[src/inc/rcc_pkg.sv]
// Purpose: constants for the read channel control register block
// Assumes: one 32-bit register at offset 0x00
// Notes: field positions and reset values live here
package rcc_pkg;
  localparam logic [7:0] RCC_CTRL_OFFSET = 8'h00;
  localparam int RCC_BIT_RUN = 0;
  localparam int RCC_BIT_RSVD_ONE = 1;
  localparam int RCC_BIT_SOFT_RESET = 2;
  localparam int RCC_BIT_FIXED_ADDR = 3;
  localparam int RCC_BIT_CPL_EN = 12;
  localparam int RCC_BIT_TMO_EN = 13;
  localparam int RCC_BIT_FLT_EN = 14;
  localparam int RCC_THR_LSB = 16;
  localparam int RCC_TMO_LSB = 24;
  localparam logic [7:0] RCC_THR_RESET = 8'h01;
  localparam logic [7:0] RCC_TMO_RESET = 8'h00;
  // soft reset held this many cycles plus one after the engine and descriptor queue report quiet
  localparam logic [3:0] RCC_SRST_HOLD = 4'h4;
  typedef enum logic [1:0] {
    RCC_HALTED = 2'b00,
    RCC_RUNNING = 2'b01,
    RCC_STOPPING = 2'b11
  } rcc_run_t;
endpackage : rcc_pkg

[src/verilog/rcc_read_channel_control.sv]
// Purpose: read channel control register with run/stop, soft reset and irq gating
// Assumes: register port is a simple write/read strobe on the register clock
// Notes: sys_rst synchronous active high; engine inputs are same-clock logic
//
// Overview of operation
// - run set starts channel, clears stopped flag
// - run cleared stops after current operation
// - descriptor updates finish before halted
// - stopped flag set once fully halted
// - channel error clears run bit
// - bit 1 reads one, ignores writes
// - writing bit 2 starts graceful soft reset
// - soft reset returns every register except read data to reset
// - soft reset bit reads one while busy
// - bit 3 selects fixed read address
// - bits 11..4 and 15 read zero
// - bit 12 gates completion interrupt
// - bit 13 gates timeout, ignored without descriptors
// - bit 14 gates error interrupt
// - threshold loads counter, zero raises interrupt
// - threshold write of zero is ignored
// - threshold ignored without descriptor mode
// - timeout count field, zero disables timer
`timescale 1ns/100ps
`default_nettype none
module rcc_read_channel_control
  import rcc_pkg::*;
#(
  parameter bit DESCRIPTOR_MODE_PARAM = 1'b1
)
(
  input wire logic clock,
  input wire logic sys_rst,
  input wire logic regWrite,
  input wire logic regRead,
  input wire logic [7:0] regAddr,
  input wire logic [31:0] regWdata,
  output logic [31:0] regRdata,
  input wire logic engineActive,
  input wire logic descUpdatePending,
  input wire logic channelError,
  input wire logic completionEvent,
  input wire logic packetEnd,
  input wire logic packetStart,
  input wire logic timeoutTick,
  input wire logic faultIrqFlag,
  input wire logic otherSoftReset,
  output logic runEnable,
  output logic haltedFlag,
  output logic fixedAddrMode,
  output logic softResetOut,
  output logic completionIrqFlag,
  output logic timeoutIrqFlag,
  output logic channelIrq
);
  // ************************************************************
  // state
  // ************************************************************
  typedef struct packed {
    logic run;
    logic fixedAddr;
    logic cplEn;
    logic tmoEn;
    logic fltEn;
    logic [7:0] threshold;
    logic [7:0] timeout;
    rcc_run_t runState;
    logic srstBusy;
    logic [3:0] srstCount;
    logic [7:0] cplCount;
    logic cplFlag;
    logic [7:0] tmoCount;
    logic tmoArmed;
    logic tmoFlag;
    logic [31:0] rdata;
  } rcc_state_t;

  rcc_state_t state_reg;
  rcc_state_t state_next;

  function automatic logic [31:0] ctrl_word(input rcc_state_t s);
    logic [31:0] w;
    w = 32'h0000_0000;
    w[RCC_BIT_RUN] = s.run;
    w[RCC_BIT_RSVD_ONE] = 1'b1;
    w[RCC_BIT_SOFT_RESET] = s.srstBusy;
    w[RCC_BIT_FIXED_ADDR] = s.fixedAddr;
    w[RCC_BIT_CPL_EN] = s.cplEn;
    w[RCC_BIT_TMO_EN] = s.tmoEn;
    w[RCC_BIT_FLT_EN] = s.fltEn;
    w[RCC_THR_LSB +: 8] = s.threshold;
    w[RCC_TMO_LSB +: 8] = s.timeout;
    return w;
  endfunction : ctrl_word

  function automatic rcc_state_t reset_state();
    rcc_state_t s;
    s = '0;
    s.threshold = RCC_THR_RESET;
    s.timeout = RCC_TMO_RESET;
    s.runState = RCC_HALTED;
    s.cplCount = RCC_THR_RESET;
    return s;
  endfunction : reset_state

  logic ctrlWrite;
  logic srstStart;
  logic [7:0] wrThr;

  assign ctrlWrite = regWrite && (regAddr == RCC_CTRL_OFFSET);
  assign wrThr = regWdata[RCC_THR_LSB +: 8];
  assign srstStart = (ctrlWrite && regWdata[RCC_BIT_SOFT_RESET]) || otherSoftReset;

  // ************************************************************
  // next state
  // ************************************************************
  always_comb
  begin
    state_next = state_reg;
    if (ctrlWrite && !state_reg.srstBusy)
    begin
      state_next.run = regWdata[RCC_BIT_RUN];
      state_next.fixedAddr = regWdata[RCC_BIT_FIXED_ADDR];
      state_next.cplEn = regWdata[RCC_BIT_CPL_EN];
      state_next.tmoEn = regWdata[RCC_BIT_TMO_EN];
      state_next.fltEn = regWdata[RCC_BIT_FLT_EN];
      state_next.timeout = regWdata[RCC_TMO_LSB +: 8];
      if (wrThr != 8'h00)
      begin
        state_next.threshold = wrThr;
        state_next.cplCount = wrThr;
      end
    end
    if (channelError)
    begin
      state_next.run = 1'b0;
    end
    // run/stop sequencing
    unique case (state_reg.runState)
      RCC_HALTED:
      begin
        if (state_reg.run && engineActive)
        begin
          state_next.runState = RCC_RUNNING;
        end
      end
      RCC_RUNNING:
      begin
        if (!state_reg.run)
        begin
          state_next.runState = RCC_STOPPING;
        end
      end
      RCC_STOPPING:
      begin
        // wait for the mover and the descriptor write-back queue to drain
        if (!engineActive && !(DESCRIPTOR_MODE_PARAM && descUpdatePending))
        begin
          state_next.runState = RCC_HALTED;
        end
      end
      default:
      begin
        state_next.runState = RCC_HALTED;
      end
    endcase
    // completion threshold counter
    if (DESCRIPTOR_MODE_PARAM && completionEvent)
    begin
      if (state_reg.cplCount <= 8'h01)
      begin
        state_next.cplFlag = 1'b1;
        state_next.cplCount = state_next.threshold;
      end
      else
      begin
        state_next.cplCount = state_reg.cplCount - 8'h01;
      end
    end
    else if (!DESCRIPTOR_MODE_PARAM && completionEvent)
    begin
      state_next.cplFlag = 1'b1;
    end
    // delay timer; packet end arms it, a new packet cancels it, zero timeout disables it
    if (packetStart || state_reg.timeout == 8'h00 || !DESCRIPTOR_MODE_PARAM)
    begin
      state_next.tmoArmed = 1'b0;
      state_next.tmoCount = 8'h00;
    end
    else if (packetEnd)
    begin
      state_next.tmoArmed = 1'b1;
      state_next.tmoCount = 8'h00;
    end
    else if (state_reg.tmoArmed && timeoutTick)
    begin
      if (state_reg.tmoCount + 8'h01 >= state_reg.timeout)
      begin
        state_next.tmoFlag = 1'b1;
        state_next.tmoArmed = 1'b0;
      end
      else
      begin
        state_next.tmoCount = state_reg.tmoCount + 8'h01;
      end
    end
    // soft reset sequencing
    if (state_reg.srstBusy)
    begin
      if (engineActive || descUpdatePending)
      begin
        state_next.srstCount = RCC_SRST_HOLD;
      end
      else if (state_reg.srstCount != 4'h0)
      begin
        state_next.srstCount = state_reg.srstCount - 4'h1;
      end
      else
      begin
        state_next = reset_state();
      end
    end
    else if (srstStart)
    begin
      state_next.srstBusy = 1'b1;
      state_next.srstCount = RCC_SRST_HOLD;
      state_next.run = 1'b0;
    end
    state_next.rdata = regRead ? ((regAddr == RCC_CTRL_OFFSET) ? ctrl_word(state_reg) : 32'h0000_0000)
                               : state_reg.rdata;
  end

  always_ff @(posedge clock)
  begin
    if (sys_rst)
    begin
      state_reg <= reset_state();
    end
    else
    begin
      state_reg <= state_next;
    end
  end

  // ************************************************************
  // outputs
  // ************************************************************
  assign regRdata = state_reg.rdata;
  assign runEnable = state_reg.run && !state_reg.srstBusy;
  assign haltedFlag = (state_reg.runState == RCC_HALTED);
  assign fixedAddrMode = state_reg.fixedAddr;
  assign softResetOut = state_reg.srstBusy;
  assign completionIrqFlag = state_reg.cplFlag;
  assign timeoutIrqFlag = state_reg.tmoFlag;
  // flags stay pending until a soft reset; the enables, plus descriptor mode for the timeout flag, gate the output
  assign channelIrq = (state_reg.cplFlag && state_reg.cplEn)
                    || (state_reg.tmoFlag && state_reg.tmoEn && DESCRIPTOR_MODE_PARAM)
                    || (faultIrqFlag && state_reg.fltEn);

  // ************************************************************
  // checks
  // ************************************************************
  a_error_stops_run: assert property (@(posedge clock) disable iff (sys_rst)
    channelError |=> !state_reg.run) else $error("run bit survived an error");
  a_halt_waits_queue: assert property (@(posedge clock) disable iff (sys_rst)
    (state_reg.runState == RCC_STOPPING && descUpdatePending && DESCRIPTOR_MODE_PARAM) |=> !haltedFlag)
    else $error("halted while descriptor updates pending");
  a_start_clears_halt: assert property (@(posedge clock) disable iff (sys_rst)
    (haltedFlag && state_reg.run && engineActive && !channelError) |=> !haltedFlag)
    else $error("halted flag did not clear on start");
  a_reserved_read: assert property (@(posedge clock) disable iff (sys_rst)
    $past(regRead) && $past(regAddr) == RCC_CTRL_OFFSET |-> regRdata[1] && regRdata[11:4] == 8'h00 && !regRdata[15])
    else $error("reserved bits read wrong");
  a_thr_never_zero: assert property (@(posedge clock) disable iff (sys_rst)
    state_reg.threshold != 8'h00) else $error("threshold holds zero");
  a_srst_visible: assert property (@(posedge clock) disable iff (sys_rst)
    (srstStart && !state_reg.srstBusy) |=> softResetOut) else $error("soft reset not flagged");
  a_srst_restores: assert property (@(posedge clock) disable iff (sys_rst)
    $fell(softResetOut) |-> !state_reg.run && state_reg.threshold == RCC_THR_RESET && !state_reg.cplEn)
    else $error("soft reset left state");
  a_fault_gating: assert property (@(posedge clock) disable iff (sys_rst)
    (faultIrqFlag && state_reg.fltEn) |-> channelIrq) else $error("fault irq not raised");
  a_cpl_masked: assert property (@(posedge clock) disable iff (sys_rst)
    (!state_reg.cplEn && !(state_reg.tmoFlag && state_reg.tmoEn) && !(faultIrqFlag && state_reg.fltEn)) |-> !channelIrq)
    else $error("masked irq leaked");
  a_cpl_fires: assert property (@(posedge clock) disable iff (sys_rst)
    (DESCRIPTOR_MODE_PARAM && completionEvent && state_reg.cplCount == 8'h01 && !state_reg.srstBusy && !srstStart)
    |=> completionIrqFlag) else $error("threshold reached without flag");
  a_cpl_reload: assert property (@(posedge clock) disable iff (sys_rst)
    (DESCRIPTOR_MODE_PARAM && completionEvent && state_reg.cplCount == 8'h01 && !state_reg.srstBusy && !ctrlWrite)
    |=> state_reg.cplCount == $past(state_reg.threshold)) else $error("counter did not reload");
  a_run_clear_stops: assert property (@(posedge clock) disable iff (sys_rst)
    (state_reg.runState == RCC_RUNNING && !state_reg.run && !state_reg.srstBusy) |=> state_reg.runState == RCC_STOPPING)
    else $error("cleared run bit did not start stopping");
  a_stop_sets_halt: assert property (@(posedge clock) disable iff (sys_rst)
    (state_reg.runState == RCC_STOPPING && !engineActive && !descUpdatePending) |=> haltedFlag)
    else $error("halted flag late after drain");
  // zero timeout must never let the delay flag rise
  a_zero_tmo_off: assert property (@(posedge clock) disable iff (sys_rst)
    (state_reg.timeout == 8'h00 && !timeoutIrqFlag) |=> !timeoutIrqFlag)
    else $error("delay flag rose with zero timeout");
endmodule : rcc_read_channel_control
`default_nettype wire
[config.mk]
export PLATFORM = sky130hd
export DESIGN_NAME = rcc_read_channel_control
export DESIGN_NICKNAME = d
export VERILOG_FILES = /design/src/inc/rcc_pkg.sv /design/src/verilog/rcc_read_channel_control.sv
export SDC_FILE = /design/constraint.sdc
export NUM_CORES = 1
export LEC_CHECK = 0
export ABC_AREA = 1
export BUFFER_PORTS_ARGS = -buffer_cell sky130_fd_sc_hd__buf_2
export CAP_MARGIN = 10
export CELL_PAD_IN_SITES_DETAIL_PLACEMENT = 0
export CELL_PAD_IN_SITES_GLOBAL_PLACEMENT = 1
export CORE_MARGIN = 5
export CORE_UTILIZATION = 40
export CTS_CLUSTER_DIAMETER = 60
export DETAILED_ROUTE_END_ITERATION = 6
export GPL_TIMING_DRIVEN = 1
export PLACE_DENSITY_LB_ADDON = 0.05
export RECOVER_POWER = 25
export SYNTH_ARGS = -nofsm -noshare
export SYNTH_HDL_FRONTEND = slang
export SYNTH_SLANG_ARGS = --single-unit
[constraint.sdc]
create_clock -name clock -period 5.95 [get_ports clock]
set_clock_uncertainty 0.15 [all_clocks]
set_input_delay 0.2975 -clock clock [delete_from_list [all_inputs] [get_ports clock]]
set_output_delay 0.2975 -clock clock [all_outputs]
set_load 0.02 [all_outputs]
Word-level counts from Yosys, hierarchy flattened. Cells that the tools add are included.

Register bits: 79.

Muxes and demuxes: 32. Eq/ne operators: 2. $add $sub $neg: 3. Order comparisons: 2. Reductions and logical operators: 24.

Operators by type and width (count): two-way mux 51 bit (3); two-way mux 24 bit (2); two-way mux 8 bit (5); two-way mux 32 bit (1); two-way mux 9 bit (3); two-way mux 22 bit (1); two-way mux 21 bit (1); logical NOT 8 bit (2); logical AND 1 bit (10); two-way mux 10 bit (1); two-way mux 5 bit (2); adder 8 x 1 -> 8 bit (second input constant) (1); greater-or-equal comparator 8 bit (1); less-or-equal comparator 8 x 1 -> 1 bit (second input constant) (1); two-way mux 2 bit (4); two-way mux 4 bit (2); nonzero test 8 bit (1); subtractor 8 x 1 -> 8 bit (second input constant) (1); two-way mux 1 bit (6); one-hot mux 2 bit (3 select lines) (1); logical OR 1 bit (5); nonzero test 4 bit (1); subtractor 4 x 1 -> 4 bit (second input constant) (1); logical NOT 1 bit (3); 4 further kinds (4).

Longest topological paths before layout.
Word-level depth: 9. Gate-level depth with buffers: 14. Gate-level depth less buffers: 13.

Worst setup path after synthesis. Ideal clock, no wire load.

Path kind: reg2reg. From: register state_reg[34] in the netlist's numbering. To: register state_reg[40] in the netlist's numbering. Data arrival time: 1967 ps. Path slack: 3720 ps. Required time: 5687 ps. Stages on the path, launching flop included: 12. Library setup time: 113 ps. Cell sequence: dfxtp_1 ha_1 nand3_1 nor3_1 xor2_1 ha_1 nand2_1 o21a_1 nand3_1 buf_2 nor2_1 nor2_1.

Word-level cells in the longest chain between the ends: 9.

Ends and longest elaborated chain: from (decl) (line rcc_read_channel_control.sv:78) `rcc_state_t state_reg;`; from (signal assigned) (line rcc_read_channel_control.sv:237) `state_reg <= reset_state();`; from (signal assigned) (line rcc_read_channel_control.sv:241) `state_reg <= state_next;`; adder 8 x 1 -> 8 bit (*) (line rcc_read_channel_control.sv:197, rcc_read_channel_control.sv:204); greater-or-equal comparator 8 bit (line rcc_read_channel_control.sv:197) `if (state_reg.tmoCount + 8'h01 >= state_reg.timeout)`; two-way mux 8 bit (*) (line rcc_read_channel_control.sv:197); two-way mux 10 bit (*) (line rcc_read_channel_control.sv:195) `else if (state_reg.tmoArmed && timeoutTick)`; two-way mux 9 bit (*) (line rcc_read_channel_control.sv:190) `else if (packetEnd)`; two-way mux 9 bit (*) (line rcc_read_channel_control.sv:185) `if (packetStart || state_reg.timeout == 8'h00 || !DESCRIPTOR_MODE_PARAM)`; two-way mux 51 bit (line rcc_read_channel_control.sv:214) `else if (state_reg.srstCount != 4'h0)`; two-way mux 51 bit (line rcc_read_channel_control.sv:210) `if (engineActive || descUpdatePending)`; two-way mux 51 bit (*) (line rcc_read_channel_control.sv:208) `if (state_reg.srstBusy)`.

Mark *: on every way between the ends. The rest lies on a longest branch, timed or not. A chain may end at the register's enable or synchronous reset.

Worst setup path in the final report.
From: register state_reg[34] in the netlist's numbering. To: register state_reg[34] in the netlist's numbering.

Word-level cells in the longest chain between the ends: 9.

Ends and longest elaborated chain (line): adder 8 x 1 -> 8 bit (rcc_read_channel_control.sv:197, rcc_read_channel_control.sv:204); greater-or-equal comparator 8 bit (rcc_read_channel_control.sv:197); two-way mux 8 bit (rcc_read_channel_control.sv:197); two-way mux 10 bit (*) (rcc_read_channel_control.sv:195); two-way mux 9 bit (*) (rcc_read_channel_control.sv:190); two-way mux 9 bit (*) (rcc_read_channel_control.sv:185); two-way mux 51 bit (rcc_read_channel_control.sv:214); two-way mux 51 bit (rcc_read_channel_control.sv:210); two-way mux 51 bit (*) (rcc_read_channel_control.sv:208).

Marks and branches as above.

==> results.md <==
* Period minus WS final at roughly 2800 ps
* IO Port Bufs at 72
* Pwr per Cell Area at around 240 nW/um2
* Total wire length at 9511 um
* Initial Util at between 40% and 50%
* Min-Delay Endpoint: state_reg[74]
* Number of post-CTS setup repair buffers at 0
* Yosys top cell by area: dfxtp_1
* Area grow syn2layout at 10.50%
* Grt ovf at 0
* Synth Warn # at 0
* Vias in the first global route at ~3,200
* Crit Reg-Reg Endpoint: state_reg[34]
* R2R cell count at 10
* RSZ-0062 raised after global routing: false
* CTS sink count at 70
* ANT cells at 0
* Die height at 107.5 um
* Slew Viols, Final at 0
* Die Span X at 107.5 um
* Max Cap Viol at 0
* Req. time, crit path at around 6000 ps
* EDFF count, synth at 0
* Tcrit/Tclk final at between 40% and 50%
* Cell Area, Placed at ~4000 um2
* Num rows at 35
* Syn avg cell area at approximately 7 um2
* Clk root buf: clkbuf_8
* First-pass GRT wire length at 15,570 um
* Startpoint types: flop
* Top-area cell type share of the netlist area at 36.87%
* Largest net degree at the start of global routing at 39
* Synthesized area at 3801 um2
* Drc violations at 0
* Post-Route Setup TNS at 0 ps
* Worst rel slew slack at 46.11%
* WS Path Type: flop to flop
* Synth top area cells: dfxtp_1 37%, nand2_1 13%, a21oi_1 7.2%
* Hold Path Class: input port to flop
* H-tree levels at 3
* Final setup fails at 0
* Asr flop ratio synth at 0%
* Reg2Reg Setup Slack at 3190 ps
* CTS tree: yes
* Initial DRC count at around 170
* CTS buffer count at 9
* DIE AREA at approximately 12,000 um2
* Clock slew at the register clock pins of the worst setup and hold paths at approximately 80 ps
* Via Count at ~3,400
* Final hold violation count at 0
* Seq cells post-synth at 70
* CTS Hold Buffers Added at 0
* Post_cts resized at 0
* Max Fclk at ~360 MHz
* Hold path depth at 3
* DR vias/cell at ~4.6
* Final ANT Viol Nets at 0
* Critical Path AT at about 2800 ps
* Avg WL per Cell at roughly 13 um
* IR drop worst, VDD at around 0.14 mV
* Core area at 9240 um2
* Final Wtd Congestion at a little under 0.8
* Max FFs per register at 43
* Synth Instances at 556
* Cell variety after synth at 28
* Most numerous cell in the Yosys netlist: nand2_1
* Critical Path Sink Type: flop
* Primary FF master, synth: dfxtp_1
* R2R Path Start: state_reg[34]
* Clock Path Buffers at 2
* Top cells by instance count after synthesis: 131 x nand2_1, 70 x dfxtp_1, 63 x inv_1
* Overall power at 1.029 mW
* Post-DP HPWL at just under 7000 um
* Slew @ Worst Pin at between 800 and 900 ps
* Outcome: complete, no violations
* CP Max Fanout at 15
* Pleak at between 1.5 and 2 nW
* Top Ports at between 90 and 100
* Fin nets at 660
* Pre-Repair DR Iteration Count at 4
* GRT Overall Usage at between 10% and 20%
* Final instance area at around 4200 um2
* Layout cells sized above 1 at around an eighth
* Worst Hold Launch: regWdata[14]
* Initial antenna violation count at 0
* Clk_lat worst skew at about 340 ps
* Seq/Total Area, Yosys at about 37%
## logic make-up (layout without fill, tap and decap cells)
family	after synthesis	in the layout	synth area share [%]
compound gates	97	97	13.33
xor+xnor	11	11	2.534
fa+ha+maj	12	12	3.950
buf+inv	118	154	15.64
flops	70	70	36.87
other cells	1	9	0.09865
simple gates	247	247	27.58
## worst max path at each step
| stage | slack [ps] | end | depth (start not counted) | start |
|---|---|---|---|---|
| 3_5_place_dp | 2750 | state_reg[46] | 11 | regAddr[5] |
| 5_1_grt | 2740 | state_reg[34] | 10 | state_reg[34] |
| 2_1_floorplan | 3720 | state_reg[40] | 11 | state_reg[34] |
| 3_3_place_gp | 2760 | state_reg[46] | 11 | regAddr[5] |
| 6_report | 3190 | state_reg[34] | 10 | state_reg[34] |
| 4_1_cts | 3140 | state_reg[48] | 11 | regAddr[5] |
## routing by layer
metal,GRT usage (%),vias up,wire [um]
met1,24.20,1485,4935
met3,2.759,11,466
met2,25.67,78,3993
li1,-,1807,-
met5,0,-,0
met4,4.689,0,116
## stage by stage
step	worst slack, ps	hold slack (ps)	std cells	utilization (%)
floorplan	3720	275.9	564	-
global placement	2757	299.8	713	43.40
detailed placement	2746	295.8	713	43.40
CTS	3135	19.21	729	45.80
global route	2744	34.25	729	45.46
finish	3186	29.34	729	45.46
## where the power goes
group | total [mW] | internal [mW] | switching [mW] | leakage (nW)
sequential | 0.483 | 0.476 | 0.00694 | 0.566
combinational | 0.110 | 0.0377 | 0.0722 | 1.19
clock | 0.436 | 0.239 | 0.197 | 0.107
total | 1.03 | 0.753 | 0.276 | 1.87
## worst max-delay path: stages (launching register included)
cell	delay, ps
dfxtp_1	410
ha_1	220
nand3_1	130
nor3_1	190
xor2_1	240
ha_1	270
nand2_1	80
o21a_1	190
nand3_1	410
o21ai_0	300
nor2_1	50
## area by class of cell
class	instances	area, um2
Fill cell	1000	5040
Multi-Input combinational cell	376	1836
Sequential cell	70	1401
Timing Repair Buffer	73	336.6
Inverter	65	244.0
Tap cell	129	161.4
Clock buffer	10	127.6
Clock inverter	6	93.84
## cell usage in the layout, fill, tap and decap left out, drive strengths merged
cell type / count
nand2: 131
dfxtp: 70
inv: 66
nor2: 59
a21oi: 55
buf: 48
nand3: 43
clkbuf: 35
o21ai: 34
ha: 12
xor2: 11
conb: 9
nor3: 7
nand4: 4
o21bai: 3
a21boi: 3
nor3b: 2
clkinv: 2
bufinv: 2
o221ai: 1
o21a: 1
or2: 1
clkinvlp: 1
No activity file was read; power rests on OpenSTA's default activity.
